--- src/hdl/scp_pkg.sv ---
// Contract
// RULE1: controller initialises registers after power-up via reset
// RULE2: soft reset bit restores defaults, self-clears
// RULE3: controller waits 1 ms before reset pulse
// RULE4: controller waits 100 ns before first select
// RULE5: shift on sclk rise only while selected
// RULE6: every 24th rise commits word to register
// RULE7: trailing partial word is discarded
// RULE8: several words per select, each written separately
// RULE9: word is 8-bit address then 16 data
// RULE10: serial output floats after power-up or reset
// RULE11: readback enable bit turns on readout mode
// RULE12: readout mode blocks writes except register 01h
// RULE13: writing zero leaves readout mode
// RULE14: register 01h not readable in readout mode
// RULE15: read cycle address returns register data serially
// RULE16: data changes after fall, sampled on rise
// RULE17: leaving readout floats output, re-enables writes
// RULE18: all fields sent most significant bit first
package scp_pkg;
  // timing at the 20 MHz system clock
  localparam int CLK_PERIOD_NS = 50;
  localparam int T_POWER_ON_NS = 1000000;
  localparam int POWER_ON_CYCLES = (T_POWER_ON_NS + CLK_PERIOD_NS - 1) / CLK_PERIOD_NS;
  localparam int T_RESET_PULSE_NS = 50;
  // pulse must be strictly wider than the figure, so one more cycle
  localparam int RESET_PULSE_CYCLES = T_RESET_PULSE_NS / CLK_PERIOD_NS + 1;
  localparam int T_RESET_GAP_NS = 100;
  localparam int RESET_GAP_CYCLES = (T_RESET_GAP_NS + CLK_PERIOD_NS - 1) / CLK_PERIOD_NS;
  localparam int WAIT_BITS = 16;
  // serial word layout
  localparam int WORD_BITS = 24;
  localparam int ADDR_BITS = 8;
  localparam int DATA_BITS = 16;
  localparam int CNT_BITS = 5;
  localparam logic [CNT_BITS-1:0] LAST_BIT = 5'h17;
  localparam logic [CNT_BITS-1:0] ADDR_DONE_CNT = 5'h08;
  // register file
  localparam int REG_COUNT = 64;
  localparam int REG_IDX_BITS = 6;
  localparam logic [ADDR_BITS-1:0] ADDR_SOFT_RESET_CONTROL = 8'h00;
  localparam logic [ADDR_BITS-1:0] ADDR_READBACK_CONTROL = 8'h01;
  localparam int SOFT_RESET_BIT = 0;
  localparam int READBACK_EN_BIT = 0;
  localparam logic [DATA_BITS-1:0] REG_RESET = 16'h0000;
  // host serial clock: low for two cycles, high for two
  localparam logic [1:0] PHASE_RISE = 2'h1;
  localparam logic [1:0] PHASE_FALL = 2'h3;
endpackage

--- src/hdl/scp_link_if.sv ---
`timescale 1ns/1ps
// serial pins between controller and device; sdo only meaningful while sdo_oe is high
interface scp_link_if;
  logic cs_n;
  logic sclk;
  logic serial_in_line;
  logic serial_out_line;
  logic serial_out_oe;
  logic cfg_reset;
  modport dev (
    input cs_n,
    input sclk,
    input serial_in_line,
    input cfg_reset,
    output serial_out_line,
    output serial_out_oe
  );
  modport host (
    output cs_n,
    output sclk,
    output serial_in_line,
    output cfg_reset,
    input serial_out_line,
    input serial_out_oe
  );
endinterface

--- src/hdl/scp_word_rx.sv ---
`timescale 1ns/1ps
module scp_word_rx (
  // clock and reset
  input wire logic clk_i,
  input wire logic reset_i,
  // sampled serial input
  input wire logic clr_i,
  input wire logic rise_i,
  input wire logic bit_i,
  // word assembly
  output logic [scp_pkg::CNT_BITS-1:0] cnt_o,
  output logic [scp_pkg::WORD_BITS-2:0] shift_o,
  output logic word_o,
  output logic [scp_pkg::WORD_BITS-1:0] word_data_o
);
  logic [scp_pkg::CNT_BITS-1:0] cnt_q;
  logic [scp_pkg::WORD_BITS-2:0] shift_q;
  wire last_w = rise_i && (cnt_q == scp_pkg::LAST_BIT);

  // complete word is the stored bits plus the one arriving now
  assign word_o = last_w; // [RULE6]
  assign word_data_o = {shift_q, bit_i}; // [RULE18]
  assign cnt_o = cnt_q;
  assign shift_o = shift_q;

  // clearing on deselect drops any partial word
  always_ff @(posedge clk_i or posedge reset_i) begin
    if (reset_i) begin
      cnt_q <= '0;
      shift_q <= '0;
    end else if (clr_i) begin
      cnt_q <= '0; // [RULE7]
    end else if (rise_i) begin
      shift_q <= {shift_q[scp_pkg::WORD_BITS-3:0], bit_i}; // [RULE5]
      cnt_q <= last_w ? '0 : cnt_q + 5'h01; // [RULE8]
    end
  end
endmodule

--- src/hdl/scp_device.sv ---
`timescale 1ns/1ps
module scp_device (
  // clock and reset
  input wire logic clk_i,
  input wire logic reset_i,
  // serial link
  scp_link_if.dev link,
  // converter side configuration view
  input wire logic [scp_pkg::REG_IDX_BITS-1:0] cfg_index_i,
  output logic [scp_pkg::DATA_BITS-1:0] cfg_data_o,
  output logic readout_mode_o
);
  localparam int DB = scp_pkg::DATA_BITS;
  logic sclk_q;
  logic [DB-1:0] regs_q [1:scp_pkg::REG_COUNT-1];
  logic [DB-1:0] rd_q;
  logic sdo_q;
  logic [scp_pkg::CNT_BITS-1:0] cnt;
  logic [scp_pkg::WORD_BITS-2:0] shift;
  logic word_v;
  logic [scp_pkg::WORD_BITS-1:0] word;

  // edges of the controller clock; ignored while deselected
  wire sel_w = !link.cs_n;
  wire rise_w = sel_w && link.sclk && !sclk_q; // [RULE5]
  wire fall_w = sel_w && !link.sclk && sclk_q;
  wire hw_clr_w = link.cfg_reset;

  always_ff @(posedge clk_i or posedge reset_i) begin
    if (reset_i) begin
      sclk_q <= 1'b0;
    end else begin
      sclk_q <= link.sclk;
    end
  end

  scp_word_rx u_rx (
    .clk_i(clk_i),
    .reset_i(reset_i),
    .clr_i(link.cs_n || hw_clr_w),
    .rise_i(rise_w),
    .bit_i(link.serial_in_line),
    .cnt_o(cnt),
    .shift_o(shift),
    .word_o(word_v),
    .word_data_o(word)
  );

  // write decode: address first, data after
  wire [scp_pkg::ADDR_BITS-1:0] wr_addr_w = word[scp_pkg::WORD_BITS-1:DB]; // [RULE9]
  wire [DB-1:0] wr_data_w = word[DB-1:0];
  wire readout_w = regs_q[1][scp_pkg::READBACK_EN_BIT]; // [RULE11] [RULE13]
  wire wr_ok_w = word_v && (!readout_w ||
                 wr_addr_w == scp_pkg::ADDR_READBACK_CONTROL); // [RULE12] [RULE17]
  // soft reset has no storage, so it always reads back as zero
  wire soft_rst_w = wr_ok_w && wr_addr_w == scp_pkg::ADDR_SOFT_RESET_CONTROL &&
                    wr_data_w[scp_pkg::SOFT_RESET_BIT]; // [RULE2]
  wire clr_regs_w = hw_clr_w || soft_rst_w;

  // per-entry storage; addresses above the map are accepted and dropped
  genvar gi;
  generate
    for (gi = 1; gi < scp_pkg::REG_COUNT; gi++) begin : g_reg
      always_ff @(posedge clk_i or posedge reset_i) begin
        if (reset_i) begin
          regs_q[gi] <= scp_pkg::REG_RESET;
        end else if (clr_regs_w) begin
          regs_q[gi] <= scp_pkg::REG_RESET; // [RULE2]
        end else if (wr_ok_w && wr_addr_w == 8'(gi)) begin
          regs_q[gi] <= wr_data_w; // [RULE6] [RULE8]
        end
      end
    end
  endgenerate

  // readback source: address is complete after the eighth rise
  wire [scp_pkg::ADDR_BITS-1:0] rd_addr_w = shift[scp_pkg::ADDR_BITS-1:0];
  wire rd_hit_w = rd_addr_w < 8'(scp_pkg::REG_COUNT) &&
                  rd_addr_w != scp_pkg::ADDR_SOFT_RESET_CONTROL &&
                  rd_addr_w != scp_pkg::ADDR_READBACK_CONTROL; // [RULE14]
  wire [DB-1:0] rd_val_w = rd_hit_w ? regs_q[rd_addr_w[scp_pkg::REG_IDX_BITS-1:0]] :
                           scp_pkg::REG_RESET; // [RULE15]
  wire cfg_hit_w = cfg_index_i != '0;
  assign cfg_data_o = cfg_hit_w ? regs_q[cfg_index_i] : scp_pkg::REG_RESET;
  assign readout_mode_o = readout_w;

  // data moves on falls so the controller sees it stable at the next rise
  always_ff @(posedge clk_i or posedge reset_i) begin
    if (reset_i) begin
      rd_q <= '0;
      sdo_q <= 1'b0;
    end else if (hw_clr_w || !readout_w) begin
      rd_q <= '0;
      sdo_q <= 1'b0;
    end else if (fall_w && cnt == scp_pkg::ADDR_DONE_CNT) begin
      sdo_q <= rd_val_w[DB-1]; // [RULE16] [RULE18]
      rd_q <= {rd_val_w[DB-2:0], 1'b0};
    end else if (fall_w && cnt > scp_pkg::ADDR_DONE_CNT) begin
      sdo_q <= rd_q[DB-1]; // [RULE16]
      rd_q <= {rd_q[DB-2:0], 1'b0};
    end
  end

  // output driven only in readout mode, floating otherwise and after reset
  assign link.serial_out_line = sdo_q;
  assign link.serial_out_oe = readout_w; // [RULE10] [RULE17]
endmodule

--- src/flat_wrapper.sv ---
// flat-port wrapper written by rule: the top's interface ports become plain ports
module scp_device_flat 
  (clk_i, reset_i, cfg_index_i, cfg_data_o, readout_mode_o, link_cs_n, link_sclk, link_serial_in_line, link_cfg_reset, link_serial_out_line, link_serial_out_oe);
  scp_link_if link_i ();
  input wire logic clk_i;
  input wire logic reset_i;
  input wire logic [scp_pkg::REG_IDX_BITS-1:0] cfg_index_i;
  output logic [scp_pkg::DATA_BITS-1:0] cfg_data_o;
  output logic readout_mode_o;
  input wire logic [$bits(link_i.cs_n)-1:0] link_cs_n;
  input wire logic [$bits(link_i.sclk)-1:0] link_sclk;
  input wire logic [$bits(link_i.serial_in_line)-1:0] link_serial_in_line;
  input wire logic [$bits(link_i.cfg_reset)-1:0] link_cfg_reset;
  output wire logic [$bits(link_i.serial_out_line)-1:0] link_serial_out_line;
  output wire logic [$bits(link_i.serial_out_oe)-1:0] link_serial_out_oe;
  assign link_i.cs_n = link_cs_n;
  assign link_i.sclk = link_sclk;
  assign link_i.serial_in_line = link_serial_in_line;
  assign link_i.cfg_reset = link_cfg_reset;
  assign link_serial_out_line = link_i.serial_out_line;
  assign link_serial_out_oe = link_i.serial_out_oe;
  scp_device u_core (.clk_i(clk_i), .reset_i(reset_i), .link(link_i), .cfg_index_i(cfg_index_i), .cfg_data_o(cfg_data_o), .readout_mode_o(readout_mode_o));
endmodule
--- config.mk ---
export PLATFORM = sky130hd
export DESIGN_NAME = scp_device_flat
export DESIGN_NICKNAME = d
export VERILOG_FILES = /design/src/hdl/scp_pkg.sv /design/src/hdl/scp_link_if.sv /design/src/hdl/scp_word_rx.sv /design/src/hdl/scp_device.sv /design/src/flat_wrapper.sv
export SDC_FILE = /design/constraint.sdc
export NUM_CORES = 2
export LEC_CHECK = 0
export BUFFER_PORTS_ARGS = -buffer_cell sky130_fd_sc_hd__clkbuf_2
export CAP_MARGIN = 20
export CELL_PAD_IN_SITES_DETAIL_PLACEMENT = 1
export CELL_PAD_IN_SITES_GLOBAL_PLACEMENT = 2
export CORE_UTILIZATION = 43
export DETAILED_ROUTE_END_ITERATION = 7
export PLACE_DENSITY_LB_ADDON = 0.05
export SYNTH_ARGS = -nofsm -noshare
export SYNTH_HDL_FRONTEND = slang
export SYNTH_SLANG_ARGS = --single-unit
--- constraint.sdc ---
create_clock -name clk_i -period 56.8 [get_ports clk_i]
set_input_delay 17.04 -clock clk_i [delete_from_list [all_inputs] [get_ports clk_i]]
set_output_delay 17.04 -clock clk_i [all_outputs]
set_load 0.02 [all_outputs]
[Yosys cells after proc, flatten, opt, wreduce, memory -nomap -nowiden]
Index checks and enable logic that the tools add are counted.
Storage, ports and cells
  bits in registers: 1054
  logic and storage cells: 437
Cells by class
  $add $sub $neg: 1
  order comparisons: 4
  equality and inequality tests: 66
  muxes and demuxes: 143
  bitwise operators: 3
  reduce and logical (&&, ||, !) cells: 152
Operators by type and width (number)
  2-to-1 mux 16 bit: 135
  == test 8 x 6 -> 1 bit, second input constant: 32
  binary-select mux 16 bit (select 6 bit): 2
  == test 8 x 5 -> 1 bit, second input constant: 16
  nonzero test 2 bit: 64
  logical AND 1 bit: 75
  == test 8 x 4 -> 1 bit, second input constant: 8
  == test 8 x 3 -> 1 bit, second input constant: 4
  == test 8 x 2 -> 1 bit, second input constant: 2
  2-to-1 mux 5 bit: 3
  >= comparator 7 bit, second input constant: 2
  NOT 6 -> 7 bit: 2
  == test 8 x 1 -> 1 bit, second input constant: 1
  zero test 8 bit: 1
  < comparator 8 x 7 -> 1 bit, second input constant: 1
  != test 8 x 1 -> 1 bit, second input constant: 1
  nonzero test 8 bit: 1
  nonzero test 6 bit: 1
  adder 5 x 1 -> 5 bit, second input constant: 1
  == test 5 x 4 -> 1 bit, second input constant: 1
  == test 5 bit, second input constant: 1
  greater-than comparator 5 x 4 -> 1 bit, second input constant: 1
  zero test 1 bit: 4
  logical OR 1 bit: 4
  4 further kinds: 6

[Longest topological paths before layout]
  word-level depth: 9
  mapped depth: 10
  gate-level depth less buffers: 7

[Cells and area by module]
Synthesis repeated with hierarchy kept, for this count alone.
Unflattened totals
  cell total of the unflattened synthesis: 5912
  area total of the unflattened synthesis: 59243.1 um^2
By module, submodules not included
  scp_device: instances 1, cells an instance 5762, area each 57923.1 um^2
  scp_word_rx: instances 1, cells an instance 150, area each 1320.0 um^2

[Least setup slack after synthesis]
Ideal clock, no wire load.
  path kind: input-to-output
  from: in cfg_index_i[0] in the netlist's numbering
  to: out cfg_data_o[15] in the netlist's numbering
  data arrival time: 18955 ps
  required time: 39760 ps
  setup slack: 20805 ps
  cell stages on the path: 9
  path buffers: 4
  cells stage by stage: buf_2 buf_4 buf_2 buf_4 mux4_2 mux2i_1 mux2i_1 a22oi_1 o221ai_1
On the way
  longest elaborated chain between the ends: 5
  elaborated cells on any way between the ends: 6
  those cells by class: 4 x mux; 1 x bitwise; 1 x reduce/logical
Ends and longest elaborated chain
  start, declared: line flat_wrapper.sv:7  | input wire logic [scp_pkg::REG_IDX_BITS-1:0] cfg_index_i;
  NOT 6 -> 7 bit (not written as such): line scp_device.sv:84  | assign cfg_data_o = cfg_hit_w ? regs_q[cfg_index_i] : scp_pkg::REG_RESET;
  binary-select mux 16 bit (select 6 bit): line scp_device.sv:84
  2-to-1 mux 16 bit (not written as such) (2 in series): line scp_device.sv:84
  2-to-1 mux 16 bit *: line scp_device.sv:84
  end, declared: line flat_wrapper.sv:8  | output logic [scp_pkg::DATA_BITS-1:0] cfg_data_o;
Mark *: on every way between the ends. The rest lies on a longest branch, timed or not. The select of a mux whose other input is x is not followed.

[Final worst setup path]
  from: in cfg_index_i[1] in the netlist's numbering
  to: out cfg_data_o[7] in the netlist's numbering
The elaborated chain is that of the path after synthesis.

==> key figures <==
Status
  – Status: finished, final reports clean

Critical path
  – Req. time, crit path: 39.76 ns
  – Crit path max fanout: 93
  – Worst Path Arrival: 21.65 ns
  – Startpoint types: input port
  – Worst r2r src: u_core.u_rx.cnt_o[0]
  – Crit end category: primary output
  – Worst R2R Setup Slack: 50.91 ns
  – Crit path kind: input port to primary output
  – Worst Setup SP: cfg_index_i[1]

Run
  – Maxcap violations: 0

Placement
  – DP Wirelength: 159,000 um
  – # port buffers: 30
  – Final GP Congestion: 0.919

CTS
  – Clk slew on worst S/H paths: 0.06 ns
  – Worst-Skew Late Latency: 0.77 ns
  – Root buffer cell: clkbuf_16
  – Cts repair resizes: 0
  – CTS tree: yes
  – Htree depth: 4
  – Cts-stage hold buffer count: 0
  – Total CTS buffers: 131
  – CTS sink cnt: 1,053
  – Postcts setup bufs: 0
  – Clock buffer depth: 3

Synthesis
  – Post-synthesis sequential area ratio: 44.4%
  – Ys async rst share: 100%
  – Post-synth top cells: nand2_1, a21oi_1, dfrtp_1, mux4_2, buf_2
  – Number of flops mapped to enable cells by yosys: 0
  – Syn Inst Count: 6,043
  – Synthesized area: 59,300 um^2
  – Post-synthesis cell type count: 69
  – Mapped Avg Cell Area: 9.82 um^2
  – Leading area contributor after synthesis: dfrtp_1
  – Most frequent cell after synthesis: nand2_1
  – Top cells by area, synth: dfrtp_1, mux4_2, nand2_1
  – Ys Warns: 0
  – Top cell type's share of synthesized area: 44.4%
  – Post-synthesis net count: 6,057
  – Top FF cell, synth: dfrtp_1
  – Synthesis-stage register bit count: 1,053

Floorplan
  – IO Pins: 31
  – Die W: 373 um
  – Die ar.: 139,000 um^2
  – Std-Cell Rows: 135
  – Initial Util: 43.6%
  – Core area: 136,000 um^2
  – Die height: 373 um

STA
  – Unrepaired setup endpoints after global routing: false
  – Clock Skews: 0.0258 ns
  – Final Hold Viols: 0
  – Fmax: 25.8 MHz
  – Fin. max-slew vios: 0
  – Post-route minimum period: 38.69 ns
  – Setup TNS: 0 ns
  – Final setup violation count: 0
  – Period utilization: 68.1%
  – Slew HR: 13.0%
  – Slew @ Worst Pin: 1.30 ns

GRT
  – Vias in the first global route: 51,861
  – First-pass GRT wire length: 382,000 um
  – Initial antenna violation count: 8
  – Largest net degree at the start of global routing: 244
  – Gr usage total: 37.6%
  – GRT Residual Overflow: 0

Power
  – Peak supply drop: 0.0242 mV
  – Overall power: 1990 uW
  – Pwr dens: 30.7 nW/um^2
  – Pleak: 0.0250 uW

Routing
  – Detailed Routing Iterations Pass 1: 5
  – Routed wire length: 261,000 um
  – Initial DRC count: 6,151
  – Vias: 50,885
  – Residual DRC: 0
  – ANT nets after route: 0
  – Via-to-Cell Ratio: 6.63
  – DR WL/cell: 34.0 um

Hold path
  – Hold Path Origin: u_core.u_rx.shift_o[14]
  – HP Class: flop to flop

Layout
  – Layout fillers: 14,941
  – Share of cells above drive strength 1: 18.2%
  – Final nets: 5,809
  – Area grow syn2layout: 9.62%
==> worst paths after layout <==
kind                                           end  cells past startpoint
max                                  cfg_data_o[7]                      8
max in group asynchronous       u_core.regs_q[916]                      6
min in group asynchronous       u_core.regs_q[746]                      2
max reg2reg                     u_core.regs_q[871]                      8
min reg2reg                u_core.u_rx.shift_o[14]                      1
min                        u_core.u_rx.shift_o[14]                      1
==> critical path, cell delays in order <==
cell,delay [ns]
buf_8,0.54
buf_4,0.85
buf_12,0.61
mux4_2,0.59
mux4_2,0.58
o22ai_1,0.81
nor2_1,0.18
clkbuf_2,0.21
==> stage by stage <==
step                      hold slack [ns]  cells  cell area (um^2)  utilization (%)  setup WS (ns)
final                               0.518   7676             65000             47.8          18.11
after global routing                0.528   7672             65000             47.8          18.00
after CTS                           0.517   7664             64800             47.6          18.28
after detailed placement            0.505   7435             60500             44.4          18.27
after global placement              0.497   7428             60400             44.3          18.40
after floorplan                     0.502   6043             59300                -          10.12
==> flip-flops by register name (all words and copies together), names as in the netlist <==
name,cells
u_core.u_rx.cnt_o,5
u_core.rd_q,15
u_core.link.serial_out_oe,1
u_core.sclk_q,1
u_core.regs_q,1007
u_core.u_rx.shift_o,23
u_core.link.serial_out_line,1
==> per-layer routing <==
| layer | track usage [%] | up-vias | routed length, um |
|---|---|---|---|
| met2 | 55.6 | 2514 | 116000 |
| met5 | 0 | - | 65 |
| met3 | 8.85 | 576 | 24300 |
| li1 | - | 20643 | - |
| met1 | 52.7 | 27144 | 108000 |
| met4 | 16.5 | 8 | 12300 |
==> power by group <==
| part | internal, uW | switching, uW |
|---|---|---|
| sequential | 754 | 30.3 |
| clock | 518 | 350 |
| combinational | 92.9 | 248 |
==> cell type report <==
type / count / area, um^2 / share of cell area (%)
Multi-Input combinational cell: 4391 / 30200 / 46.4
Sequential cell: 1053 / 26400 / 40.6
Clock buffer: 192 / 3850 / 5.93
Tap cell: 1781 / 2230 / 3.43
Timing Repair Buffer: 212 / 1880 / 2.89
Clock inverter: 37 / 485 / 0.747
Inverter: 6 / 30.0 / 0.0462
Antenna cell: 4 / 10.0 / 0.0154
==> layout by cell type (no fill, tap or decap), types with 27 or more instances in the layout <==
cell type,n
clkbuf_8,27
nor2b_1,28
nand2_1,2109
a21oi_1,1053
clkbuf_16,135
mux2_2,84
o22ai_1,30
buf_4,159
nor2_1,78
mux2i_1,143
dfrtp_1,1038
nand3_1,39
a22oi_1,28
mux4_2,497
nor2_2,28
clkbuf_1,31
==> cells by family after synthesis <==
logic type | Yosys count | synth area share (%)
DFF | 1053 | 44.4
muxes | 724 | 22.9
xor gates and xnor gates | 2 | 0.0295
and+or+nand+nor | 2412 | 16.3
buffers and inverters | 599 | 4.86
AOI/OAI and AO/OA | 1251 | 11.4
adders and majority gates | 2 | 0.0422
Note: power is estimated with default switching activity, not from simulation.
